[config.mk]
export PLATFORM = sky130hd
export DESIGN_NAME = rtcf_event_flags
export DESIGN_NICKNAME = d
export VERILOG_FILES = /design/src/shared/rtcf_pkg.sv /design/src/rtl/rtcf_event_flags.sv
export SDC_FILE = /design/constraint.sdc
export NUM_CORES = 1
export LEC_CHECK = 0
export ABC_AREA = 1
export BUFFER_PORTS_ARGS = -buffer_cell sky130_fd_sc_hd__buf_2
export CORE_ASPECT_RATIO = 1.75
export CORE_MARGIN = 2
export CORE_UTILIZATION = 45
export CTS_CLUSTER_DIAMETER = 50
export DETAILED_ROUTE_END_ITERATION = 10
export GPL_TIMING_DRIVEN = 0
export PLACE_DENSITY = 0.74
export SYNTH_ARGS = -nofsm -noshare
export SYNTH_HDL_FRONTEND = slang
export SYNTH_SLANG_ARGS = --single-unit
[constraint.sdc]
create_clock -name MCLK -period 4.6 [get_ports MCLK]
set_input_delay 0.23 -clock MCLK [delete_from_list [all_inputs] [get_ports MCLK]]
set_output_delay 0.23 -clock MCLK [all_outputs]
set_load 0.1 [all_outputs]
[src/shared/rtcf_pkg.sv]
// Package with register map, field layout and types of the RTC event block.
package rtcf_pkg;

  localparam logic [7:0] ALARM_B_SUBSECOND_MATCH_OFS = 8'h4C;
  localparam logic [7:0] EVENT_STATUS_OFS = 8'h50;
  localparam logic [7:0] MASKED_INTERRUPT_STATUS_OFS = 8'h54;
  localparam logic [7:0] STATUS_CLEAR_OFS = 8'h5C;
  // Control register holding enables and the interrupt enables.
  localparam logic [7:0] EVENT_CONTROL_OFS = 8'h60;

  localparam logic [31:0] REG_RESET_VAL = 32'h00000000;
  localparam int SS_WIDTH = 15;
  localparam int SS_LSB = 0;
  localparam int MASK_LSB = 24;
  localparam int MASK_WIDTH = 4;
  localparam logic [3:0] MASK_NONE = 4'h0;
  localparam logic [3:0] MASK_FULL = 4'hF;

  localparam int FLAG_ALARM_A = 0;
  localparam int FLAG_ALARM_B = 1;
  localparam int FLAG_WAKEUP = 2;
  localparam int FLAG_STAMP = 3;
  localparam int FLAG_STAMP_OVF = 4;
  localparam int FLAG_INT_STAMP = 5;
  localparam int FLAG_COUNT = 6;

  // Control register fields.
  localparam int CTL_ALARM_B_ENABLE = 8;
  localparam int CTL_INIT_MODE = 7;
  localparam int CTL_IE_LSB = 0;

  // Clear pipeline depth: a flag drops two bus clocks after the write.
  localparam int CLEAR_DELAY = 2;

  typedef struct packed {
    logic [7:0] address;
    logic read;
    logic write;
    logic [31:0] writedata;
  } rtcf_bus_req_t;

  typedef struct packed {
    logic int_stamp;
    logic stamp;
    logic wakeup;
    logic alarm_b_time;
    logic alarm_a;
  } rtcf_events_t;

endpackage : rtcf_pkg

[src/rtl/rtcf_event_flags.sv]
// Alarm B sub-second match and RTC event flag registers with Avalon-MM slave.
//
// Added by the designer: the Avalon-MM register port.
`timescale 1ns/10ps
module rtcf_event_flags
  import rtcf_pkg::*;
(
  // Clock and domain reset.
  input wire logic MCLK,
  input wire logic SYS_RST,
  // Avalon-MM slave.
  input wire logic [7:0] AVS_ADDRESS,
  input wire logic AVS_READ,
  input wire logic AVS_WRITE,
  input wire logic [31:0] AVS_WRITEDATA,
  output logic [31:0] AVS_READDATA,
  output logic AVS_WAITREQUEST,
  // Calendar side.
  input wire logic WRITE_UNLOCKED,
  input wire logic [15:0] SUBSECOND_COUNT,
  input wire logic SECOND_UNIT_TICK,
  input wire logic ALARM_B_FIELDS_MATCH,
  input wire logic ALARM_A_MATCH,
  input wire logic WAKEUP_REACHED_ZERO,
  input wire logic STAMP_EVENT,
  input wire logic INTERNAL_STAMP_EVENT,
  // Event outputs.
  output logic [FLAG_COUNT-1:0] EVENT_FLAGS,
  output logic [FLAG_COUNT-1:0] MASKED_FLAGS,
  output logic ALARM_B_ENABLE
);

  // Mask of compared sub-second bits for a mask count.
  function automatic logic [SS_WIDTH-1:0] ss_mask(input logic [3:0] n);
    logic [SS_WIDTH:0] m;
    m = (16'h0001 << n) - 16'h0001;
    if (n == MASK_FULL) begin
      m = 16'h7FFF;
    end
    return m[SS_WIDTH-1:0];
  endfunction : ss_mask

  rtcf_bus_req_t req;
  logic [SS_WIDTH-1:0] ss_match_q;
  logic [3:0] subsecond_mask_count_q;
  logic [FLAG_COUNT-1:0] flags_q;
  logic [FLAG_COUNT-1:0] flags_d;
  logic [FLAG_COUNT-1:0] clr_p1_q;
  logic [FLAG_COUNT-1:0] clr_p2_q;
  logic [8:0] ctl_q;
  logic [31:0] rdata_q;
  logic ack_q;
  logic waitreq_q;
  logic [FLAG_COUNT-1:0] masked_q;

  assign req = '{address: AVS_ADDRESS, read: AVS_READ, write: AVS_WRITE,
                 writedata: AVS_WRITEDATA};

  // One wait state: the access completes on the edge after ack_q rises.
  wire access = (req.read | req.write) & ~ack_q;
  wire wr_take = req.write & ~ack_q;
  wire rd_take = req.read & ~ack_q;
  wire sel_ss = req.address == ALARM_B_SUBSECOND_MATCH_OFS;
  wire sel_clr = req.address == STATUS_CLEAR_OFS;
  wire sel_ctl = req.address == EVENT_CONTROL_OFS;
  wire [FLAG_COUNT-1:0] irq_en = ctl_q[CTL_IE_LSB +: FLAG_COUNT];
  wire init_mode = ctl_q[CTL_INIT_MODE];
  wire alarm_b_en = ctl_q[CTL_ALARM_B_ENABLE];

  // Write gate: protection unlocked and alarm disabled or in init mode.
  wire ss_write_ok = WRITE_UNLOCKED & (~alarm_b_en | init_mode);
  wire ss_wr = wr_take & sel_ss & ss_write_ok;

  // Sub-second comparison, bit 15 excluded.
  wire [SS_WIDTH-1:0] cmp_mask = ss_mask(subsecond_mask_count_q);
  wire [SS_WIDTH-1:0] ss_now = SUBSECOND_COUNT[SS_WIDTH-1:0];
  wire ss_equal = ((ss_now ^ ss_match_q) & cmp_mask) == '0;
  wire ss_hit = (subsecond_mask_count_q == MASK_NONE) ?
                SECOND_UNIT_TICK : ss_equal;
  wire alarm_b_event = alarm_b_en & ALARM_B_FIELDS_MATCH & ss_hit;

  wire stamp_any = STAMP_EVENT | INTERNAL_STAMP_EVENT;
  wire [FLAG_COUNT-1:0] set_vec = {
    INTERNAL_STAMP_EVENT,
    stamp_any & flags_q[FLAG_STAMP],
    stamp_any,
    WAKEUP_REACHED_ZERO,
    alarm_b_event,
    ALARM_A_MATCH
  };

  // Each clear bit targets its own flag position.
  wire [FLAG_COUNT-1:0] clr_req = (wr_take & sel_clr) ?
      req.writedata[FLAG_COUNT-1:0] : '0;

  // Set wins over a clear arriving in the same cycle.
  assign flags_d = (flags_q & ~clr_p2_q) | set_vec;

  wire [31:0] rd_mux =
      sel_ss ? {4'h0, subsecond_mask_count_q, 9'h000, ss_match_q} :
      (req.address == EVENT_STATUS_OFS) ? {26'h0, flags_q} :
      (req.address == MASKED_INTERRUPT_STATUS_OFS) ? {26'h0, masked_q} :
      sel_ctl ? {23'h0, ctl_q} : 32'h00000000;

  always_ff @(posedge MCLK or posedge SYS_RST) begin
    if (SYS_RST) begin
      ss_match_q <= '0;
      subsecond_mask_count_q <= '0;
      flags_q <= '0;
      clr_p1_q <= '0;
      clr_p2_q <= '0;
      ctl_q <= '0;
      masked_q <= '0;
      rdata_q <= REG_RESET_VAL;
      ack_q <= 1'b0;
      waitreq_q <= 1'b1;
    end else begin
      flags_q <= flags_d;
      masked_q <= flags_d & irq_en;
      clr_p1_q <= clr_req;
      clr_p2_q <= clr_p1_q;
      ack_q <= access;
      waitreq_q <= ~access;
      if (rd_take) begin
        rdata_q <= rd_mux;
      end
      if (ss_wr) begin
        ss_match_q <= req.writedata[SS_LSB +: SS_WIDTH];
        subsecond_mask_count_q <= req.writedata[MASK_LSB +: MASK_WIDTH];
      end
      if (wr_take & sel_ctl) begin
        ctl_q <= req.writedata[8:0];
      end
    end
  end

  always_ff @(posedge MCLK or posedge SYS_RST) begin
    if (SYS_RST) begin
      EVENT_FLAGS <= '0;
      MASKED_FLAGS <= '0;
      ALARM_B_ENABLE <= 1'b0;
    end else begin
      EVENT_FLAGS <= flags_d;
      MASKED_FLAGS <= flags_d & irq_en;
      ALARM_B_ENABLE <= alarm_b_en;
    end
  end

  // Wait request is its own flop so the pin is not driven through a gate.
  assign AVS_WAITREQUEST = waitreq_q;
  assign AVS_READDATA = rdata_q;

  a_clear_two_cycles: assert property (@(posedge MCLK) disable iff (SYS_RST)
    (wr_take && sel_clr && req.writedata[FLAG_WAKEUP] && !WAKEUP_REACHED_ZERO)
    ##2 !WAKEUP_REACHED_ZERO |=> !flags_q[FLAG_WAKEUP])
    else $error("wakeup flag not cleared two cycles after write");
  a_clear_not_early: assert property (@(posedge MCLK) disable iff (SYS_RST)
    flags_q[FLAG_ALARM_A] && !(|clr_p2_q) |=> flags_q[FLAG_ALARM_A])
    else $error("alarm A flag dropped without a clear");
  a_stamp_sets: assert property (@(posedge MCLK) disable iff (SYS_RST)
    STAMP_EVENT |=> flags_q[FLAG_STAMP])
    else $error("stamp flag not set");
  a_ovf_sets: assert property (@(posedge MCLK) disable iff (SYS_RST)
    STAMP_EVENT && flags_q[FLAG_STAMP] |=> flags_q[FLAG_STAMP_OVF])
    else $error("overflow flag not set");
  a_ovf_cause: assert property (@(posedge MCLK) disable iff (SYS_RST)
    $rose(flags_q[FLAG_STAMP_OVF]) |-> $past(flags_q[FLAG_STAMP]))
    else $error("overflow set without pending stamp");
  a_int_stamp: assert property (@(posedge MCLK) disable iff (SYS_RST)
    INTERNAL_STAMP_EVENT |=> flags_q[FLAG_INT_STAMP] && flags_q[FLAG_STAMP])
    else $error("internal stamp flags not set");
  a_wakeup_sets: assert property (@(posedge MCLK) disable iff (SYS_RST)
    WAKEUP_REACHED_ZERO |=> flags_q[FLAG_WAKEUP])
    else $error("wakeup flag not set");
  a_alarm_a_sets: assert property (@(posedge MCLK) disable iff (SYS_RST)
    ALARM_A_MATCH |=> flags_q[FLAG_ALARM_A])
    else $error("alarm A flag not set");
  a_masked_gate: assert property (@(posedge MCLK) disable iff (SYS_RST)
    masked_q == (flags_q & irq_en))
    else $error("masked status differs from gated flags");
  a_mask_full: assert property (@(posedge MCLK) disable iff (SYS_RST)
    subsecond_mask_count_q == MASK_FULL && alarm_b_en &&
    ALARM_B_FIELDS_MATCH && ss_now != ss_match_q |-> !alarm_b_event)
    else $error("alarm B fired on partial sub-second match");
  a_mask_none: assert property (@(posedge MCLK) disable iff (SYS_RST)
    subsecond_mask_count_q == MASK_NONE && alarm_b_en &&
    ALARM_B_FIELDS_MATCH && SECOND_UNIT_TICK |=> flags_q[FLAG_ALARM_B])
    else $error("alarm B missed with mask zero");
  a_mask_one: assert property (@(posedge MCLK) disable iff (SYS_RST)
    subsecond_mask_count_q == 4'h1 && alarm_b_en && ALARM_B_FIELDS_MATCH &&
    ss_now[0] == ss_match_q[0] |-> alarm_b_event)
    else $error("alarm B missed with mask one");
  a_bit15_ignored: assert property (@(posedge MCLK) disable iff (SYS_RST)
    ss_equal == (((ss_now ^ ss_match_q) & cmp_mask) == 15'h0000))
    else $error("sub-second compare width wrong");
  a_protect_write: assert property (@(posedge MCLK) disable iff (SYS_RST)
    wr_take && sel_ss && !WRITE_UNLOCKED |=> $stable(ss_match_q))
    else $error("protected sub-second write took effect");

  // Each clear bit drops its own flag once the pipeline delivers it.
  a_clr_alarm_a: assert property (
    @(posedge MCLK) disable iff (SYS_RST)
    clr_p2_q[FLAG_ALARM_A] && !set_vec[FLAG_ALARM_A] |=>
    !flags_q[FLAG_ALARM_A])
    else $error("alarm A flag not cleared");
  a_clr_alarm_b: assert property (
    @(posedge MCLK) disable iff (SYS_RST)
    clr_p2_q[FLAG_ALARM_B] && !set_vec[FLAG_ALARM_B] |=>
    !flags_q[FLAG_ALARM_B])
    else $error("alarm B flag not cleared");
  a_clr_wakeup: assert property (
    @(posedge MCLK) disable iff (SYS_RST)
    clr_p2_q[FLAG_WAKEUP] && !set_vec[FLAG_WAKEUP] |=>
    !flags_q[FLAG_WAKEUP])
    else $error("wakeup flag not cleared");
  a_clr_stamp: assert property (
    @(posedge MCLK) disable iff (SYS_RST)
    clr_p2_q[FLAG_STAMP] && !set_vec[FLAG_STAMP] |=>
    !flags_q[FLAG_STAMP])
    else $error("stamp flag not cleared");
  a_clr_stamp_ovf: assert property (
    @(posedge MCLK) disable iff (SYS_RST)
    clr_p2_q[FLAG_STAMP_OVF] && !set_vec[FLAG_STAMP_OVF] |=>
    !flags_q[FLAG_STAMP_OVF])
    else $error("overflow flag not cleared");
  a_clr_int_stamp: assert property (
    @(posedge MCLK) disable iff (SYS_RST)
    clr_p2_q[FLAG_INT_STAMP] && !set_vec[FLAG_INT_STAMP] |=>
    !flags_q[FLAG_INT_STAMP])
    else $error("internal stamp flag not cleared");

  // A flag holds until its own clear bit arrives.
  a_hold_alarm_b: assert property (
    @(posedge MCLK) disable iff (SYS_RST)
    flags_q[FLAG_ALARM_B] && !clr_p2_q[FLAG_ALARM_B] |=>
    flags_q[FLAG_ALARM_B])
    else $error("alarm B flag dropped without a clear");
  a_hold_wakeup: assert property (
    @(posedge MCLK) disable iff (SYS_RST)
    flags_q[FLAG_WAKEUP] && !clr_p2_q[FLAG_WAKEUP] |=>
    flags_q[FLAG_WAKEUP])
    else $error("wakeup flag dropped without a clear");
  a_hold_stamp: assert property (
    @(posedge MCLK) disable iff (SYS_RST)
    flags_q[FLAG_STAMP] && !clr_p2_q[FLAG_STAMP] |=>
    flags_q[FLAG_STAMP])
    else $error("stamp flag dropped without a clear");
  a_hold_stamp_ovf: assert property (
    @(posedge MCLK) disable iff (SYS_RST)
    flags_q[FLAG_STAMP_OVF] && !clr_p2_q[FLAG_STAMP_OVF] |=>
    flags_q[FLAG_STAMP_OVF])
    else $error("overflow flag dropped without a clear");
  a_hold_int_stamp: assert property (
    @(posedge MCLK) disable iff (SYS_RST)
    flags_q[FLAG_INT_STAMP] && !clr_p2_q[FLAG_INT_STAMP] |=>
    flags_q[FLAG_INT_STAMP])
    else $error("internal stamp flag dropped without a clear");
  a_clr_pipe: assert property (
    @(posedge MCLK) disable iff (SYS_RST)
    1'b1 |=> clr_p2_q == $past(clr_p1_q))
    else $error("clear pipeline stage skipped");

  // Flags rise only on their own events.
  a_alarm_b_sets: assert property (
    @(posedge MCLK) disable iff (SYS_RST)
    alarm_b_event |=> flags_q[FLAG_ALARM_B])
    else $error("alarm B flag not set");
  a_alarm_b_cause: assert property (
    @(posedge MCLK) disable iff (SYS_RST)
    $rose(flags_q[FLAG_ALARM_B]) |-> $past(alarm_b_event))
    else $error("alarm B flag set without a match");
  a_alarm_b_gate: assert property (
    @(posedge MCLK) disable iff (SYS_RST)
    !alarm_b_en |-> !alarm_b_event)
    else $error("alarm B fired while disabled");
  a_wakeup_cause: assert property (
    @(posedge MCLK) disable iff (SYS_RST)
    $rose(flags_q[FLAG_WAKEUP]) |-> $past(WAKEUP_REACHED_ZERO))
    else $error("wakeup flag set without an event");
  a_alarm_a_cause: assert property (
    @(posedge MCLK) disable iff (SYS_RST)
    $rose(flags_q[FLAG_ALARM_A]) |-> $past(ALARM_A_MATCH))
    else $error("alarm A flag set without a match");
  a_stamp_cause: assert property (
    @(posedge MCLK) disable iff (SYS_RST)
    $rose(flags_q[FLAG_STAMP]) |-> $past(stamp_any))
    else $error("stamp flag set without an event");
  a_int_cause: assert property (
    @(posedge MCLK) disable iff (SYS_RST)
    $rose(flags_q[FLAG_INT_STAMP]) |-> $past(INTERNAL_STAMP_EVENT))
    else $error("internal stamp flag set without an event");

  // Sub-second mask shaping.
  a_mask_zero_tick: assert property (
    @(posedge MCLK) disable iff (SYS_RST)
    subsecond_mask_count_q == MASK_NONE && !SECOND_UNIT_TICK |->
    !alarm_b_event)
    else $error("alarm B fired with mask zero and no tick");
  a_mask_miss: assert property (
    @(posedge MCLK) disable iff (SYS_RST)
    subsecond_mask_count_q != MASK_NONE && !ss_equal |-> !alarm_b_event)
    else $error("alarm B fired on sub-second mismatch");
  a_mask_top_bit: assert property (
    @(posedge MCLK) disable iff (SYS_RST)
    subsecond_mask_count_q != MASK_NONE |->
    cmp_mask[SS_WIDTH-1] == (subsecond_mask_count_q == MASK_FULL))
    else $error("top sub-second bit compare wrong");
  a_mask_low_bit: assert property (
    @(posedge MCLK) disable iff (SYS_RST)
    subsecond_mask_count_q != MASK_NONE |-> cmp_mask[0])
    else $error("lowest sub-second bit not compared");

  // Register bus and write gating.
  a_wait_answer: assert property (
    @(posedge MCLK) disable iff (SYS_RST)
    access |=> !AVS_WAITREQUEST)
    else $error("access not answered after one wait state");
  a_wait_one: assert property (
    @(posedge MCLK) disable iff (SYS_RST)
    !AVS_WAITREQUEST |=> AVS_WAITREQUEST)
    else $error("wait request low for more than one cycle");
  a_read_capture: assert property (
    @(posedge MCLK) disable iff (SYS_RST)
    rd_take |=> AVS_READDATA == $past(rd_mux))
    else $error("read data not captured");
  a_read_hold: assert property (
    @(posedge MCLK) disable iff (SYS_RST)
    !rd_take |=> $stable(AVS_READDATA))
    else $error("read data changed without a read");
  a_ss_store: assert property (
    @(posedge MCLK) disable iff (SYS_RST)
    ss_wr |=> ss_match_q == $past(req.writedata[SS_LSB +: SS_WIDTH]))
    else $error("sub-second match value not stored");
  a_enabled_refuse: assert property (
    @(posedge MCLK) disable iff (SYS_RST)
    wr_take && sel_ss && alarm_b_en && !init_mode |=>
    $stable(subsecond_mask_count_q) && $stable(ss_match_q))
    else $error("sub-second write taken while alarm enabled");
  a_ports_follow: assert property (
    @(posedge MCLK) disable iff (SYS_RST)
    EVENT_FLAGS == flags_q && MASKED_FLAGS == masked_q)
    else $error("flag outputs differ from status");
  a_enable_port: assert property (
    @(posedge MCLK) disable iff (SYS_RST)
    1'b1 |=> ALARM_B_ENABLE == $past(alarm_b_en))
    else $error("alarm B enable output wrong");

endmodule : rtcf_event_flags

==> metrics <==
IO Pins=113; Crit. End Element=register; CP Launch Type=register; initial antenna violation count=0; die width=70.9 um; CTS buffer count=9; Final Cell Area=4430 sq um; core area=7570 sq um; Final min period=2310 ps; Final Max Tran Viols=0; r2r setup slk=2290 ps; async set-or-reset flop fraction in the synthesized netlist=100%; number of synthesized register bits=74; Die Ht=121 um; # hold bufs at CTS=0; Total Negative Setup Slacks=0 ps; total wire length=8.92 mm; Max VDD drop=0.000329 V; worst setup margin=2290 ps; Hold Path Class=in -> async; Max Clk Rate=0.432 GHz; first-pass GRT wire length=14.2 mm; final RePlAce weighted congestion=0.917; post-synth cell types=38; power density over the cells=381 nW/um^2; clk buf depth=2; final core utilization=58.6%; largest cells by area after synthesis=dfrtp_1 (52%), nand2_1 (11%), inv_1 (4.9%); Rows=42; Final period util=50.3%; cell taking the most area after synthesis=dfrtp_1; Final Skew=7.25 ps; Initial Util=46.6%; maxcap violations=0; Root Buffer=clkbuf_16; CTS tree=yes; Layout area overhead=25.8%; DRT iter0 DRCs=157; Synth Flop Type=dfrtp_1; total grt overflow=0; WHS=87.9 ps; area post-placement=4110 sq um; die footprint=8580 sq um; RSZ-0062 raised after global routing=false; commonest non-fill, non-tap cells in the layout=nand2_1 (100), buf_2 (89), dfrtp_1 (73), inv_1 (45), nor2_1 (31); H-tree depth=3; Overall Global Routing Usage=21.7%; Leak=2.42 nW; Filler cells=706; Setup Slack @ Placement=2370 ps; # Post-CTS Setup Buffers=0; worst slew pin tran=902 ps; clk_lat worst skew=340 ps; via count=3077; fin nets=586; Final ANT Viol Nets=0; Cells after Synth=410; Wirelength per Cell=14.6 um; commonest non-fill, non-tap cell in the layout=nand2_1; WP data arrival=2530 ps; vias per cell=5.05; Synth Cell Area=3520 sq um; Port Buf Inserts=85; largest net degree at the start of global routing=75; Rel. slew slack=39.8%; final setup vio count=0; share of cells above drive strength 1=27.6%; vias in the first global route=3052; Crit Path Class=reg -> reg; DRC Markers=0; hpwl dp=6.90 mm; Required @ worst endpoint=4820 ps; iteration count of the initial detailed-routing pass=4; Yosys top cell area share=51.8%; part of the Yosys area used for sequential elements=52.6%; EDFF count, synth=0; Yosys warning count=0; syn avg cell area=8.59 sq um; status=finished, final reports clean; Reg clk slew, reported paths=60 ps; Antenna Cells=0; Final Hold Viols=0; clk sinks=74; number of gates resized after cts=0; critical-path maximum fanout=7
==> through the flow <==
step / total power, mW / cells
floorplan: 0.876 / 422
global route: 1.74 / 609
global placement: 0.931 / 595
finish: 1.69 / 609
CTS: 1.70 / 609
detailed placement: 0.934 / 595
==> per-layer routing <==
layer	part of all wire (%)	global-route usage, %	vias up
met2	56	39.4	80
met3	3.6	4.15	23
met5	0	0	-
met4	3.7	12.7	0
li1	-	-	1509
met1	37	22.8	1465
==> synthesized netlist by cell type, types with 2 or more instances <==
| library cell | number |
|---|---|
| a21oi_1 | 20 |
| a31oi_1 | 4 |
| buf_2 | 4 |
| buf_4 | 13 |
| clkbuf_1 | 6 |
| dfrtp_1 | 73 |
| inv_1 | 46 |
| inv_2 | 4 |
| mux2_2 | 3 |
| nand2_1 | 100 |
| nand2_2 | 4 |
| nand3_1 | 17 |
| nand4_1 | 4 |
| nor2_1 | 31 |
| nor2_4 | 2 |
| nor3_1 | 2 |
| o21ai_0 | 17 |
| o21ai_1 | 16 |
| o221ai_1 | 6 |
| o31ai_1 | 6 |
| or2_2 | 7 |
| xnor2_1 | 2 |
| xor2_1 | 8 |
==> kinds of logic after synthesis <==
| family | count (synthesis) | share of synthesized area [%] |
|---|---|---|
| AOI/OAI and AO/OA | 73 | 12.4 |
| xor gates and xnor gates | 10 | 2.49 |
| adders and majority gates | 1 | 0.355 |
| buffers and inverters | 75 | 9.77 |
| DFF | 74 | 52.6 |
| muxes | 4 | 1.28 |
| other | 1 | 0.106 |
| and+or+nand+nor | 172 | 21.0 |
==> worst paths after layout <==
kind	depth (start not counted)	startpoint	to
hold reg to reg	0	clr_p1_q[4]	clr_p2_q[4]
hold / removal	2	SYS_RST	AVS_READDATA[9]
max in group asynchronous	2	SYS_RST	MASKED_FLAGS[1]
setup / recovery	14	subsecond_mask_count_q[1]	MASKED_FLAGS[1]
min in group MCLK	3	ALARM_A_MATCH	EVENT_FLAGS[0]
setup reg to reg	14	subsecond_mask_count_q[1]	MASKED_FLAGS[1]
==> sequential cells by signal, summed over array words and instances, names as in the netlist <==
register,count
subsecond_mask_count_q,4
clr_p1_q,6
AVS_WAITREQUEST,1
MASKED_FLAGS,6
AVS_READDATA,19
ALARM_B_ENABLE,1
clr_p2_q,6
ack_q,1
ctl_q,9
ss_match_q,15
EVENT_FLAGS,6
==> power by group <==
part           total (mW)  switching [mW]  internal (mW)
clock network       0.766           0.254          0.513
registers           0.680          0.0113          0.669
logic               0.241           0.190         0.0512
total                1.69           0.455           1.23
==> final cells by class <==
class / count / area [sq um] / share of cell area (%)
Sequential cell: 74 / 1850 / 41.8
Multi-Input combinational cell: 273 / 1370 / 30.9
Clock buffer: 12 / 267 / 6.01
Timing Repair Buffer: 85 / 425 / 9.60
Inverter: 51 / 195 / 4.40
Buffer: 24 / 151 / 3.42
Tap cell: 88 / 110 / 2.48
Clock inverter: 2 / 60.1 / 1.35
==> critical path: stages, from the launching register on <==
cell	delay, ps
dfrtp_1	470
inv_2	150
nand3_1	110
ha_1	300
inv_1	130
a21oi_1	350
nand3_1	120
nand3_1	130
nand2_1	60
nand2_1	60
nor2_1	40
nand2_1	60
nand2_1	50
nand2_1	110
a21oi_2	60
(Power assumes the default switching activity.)
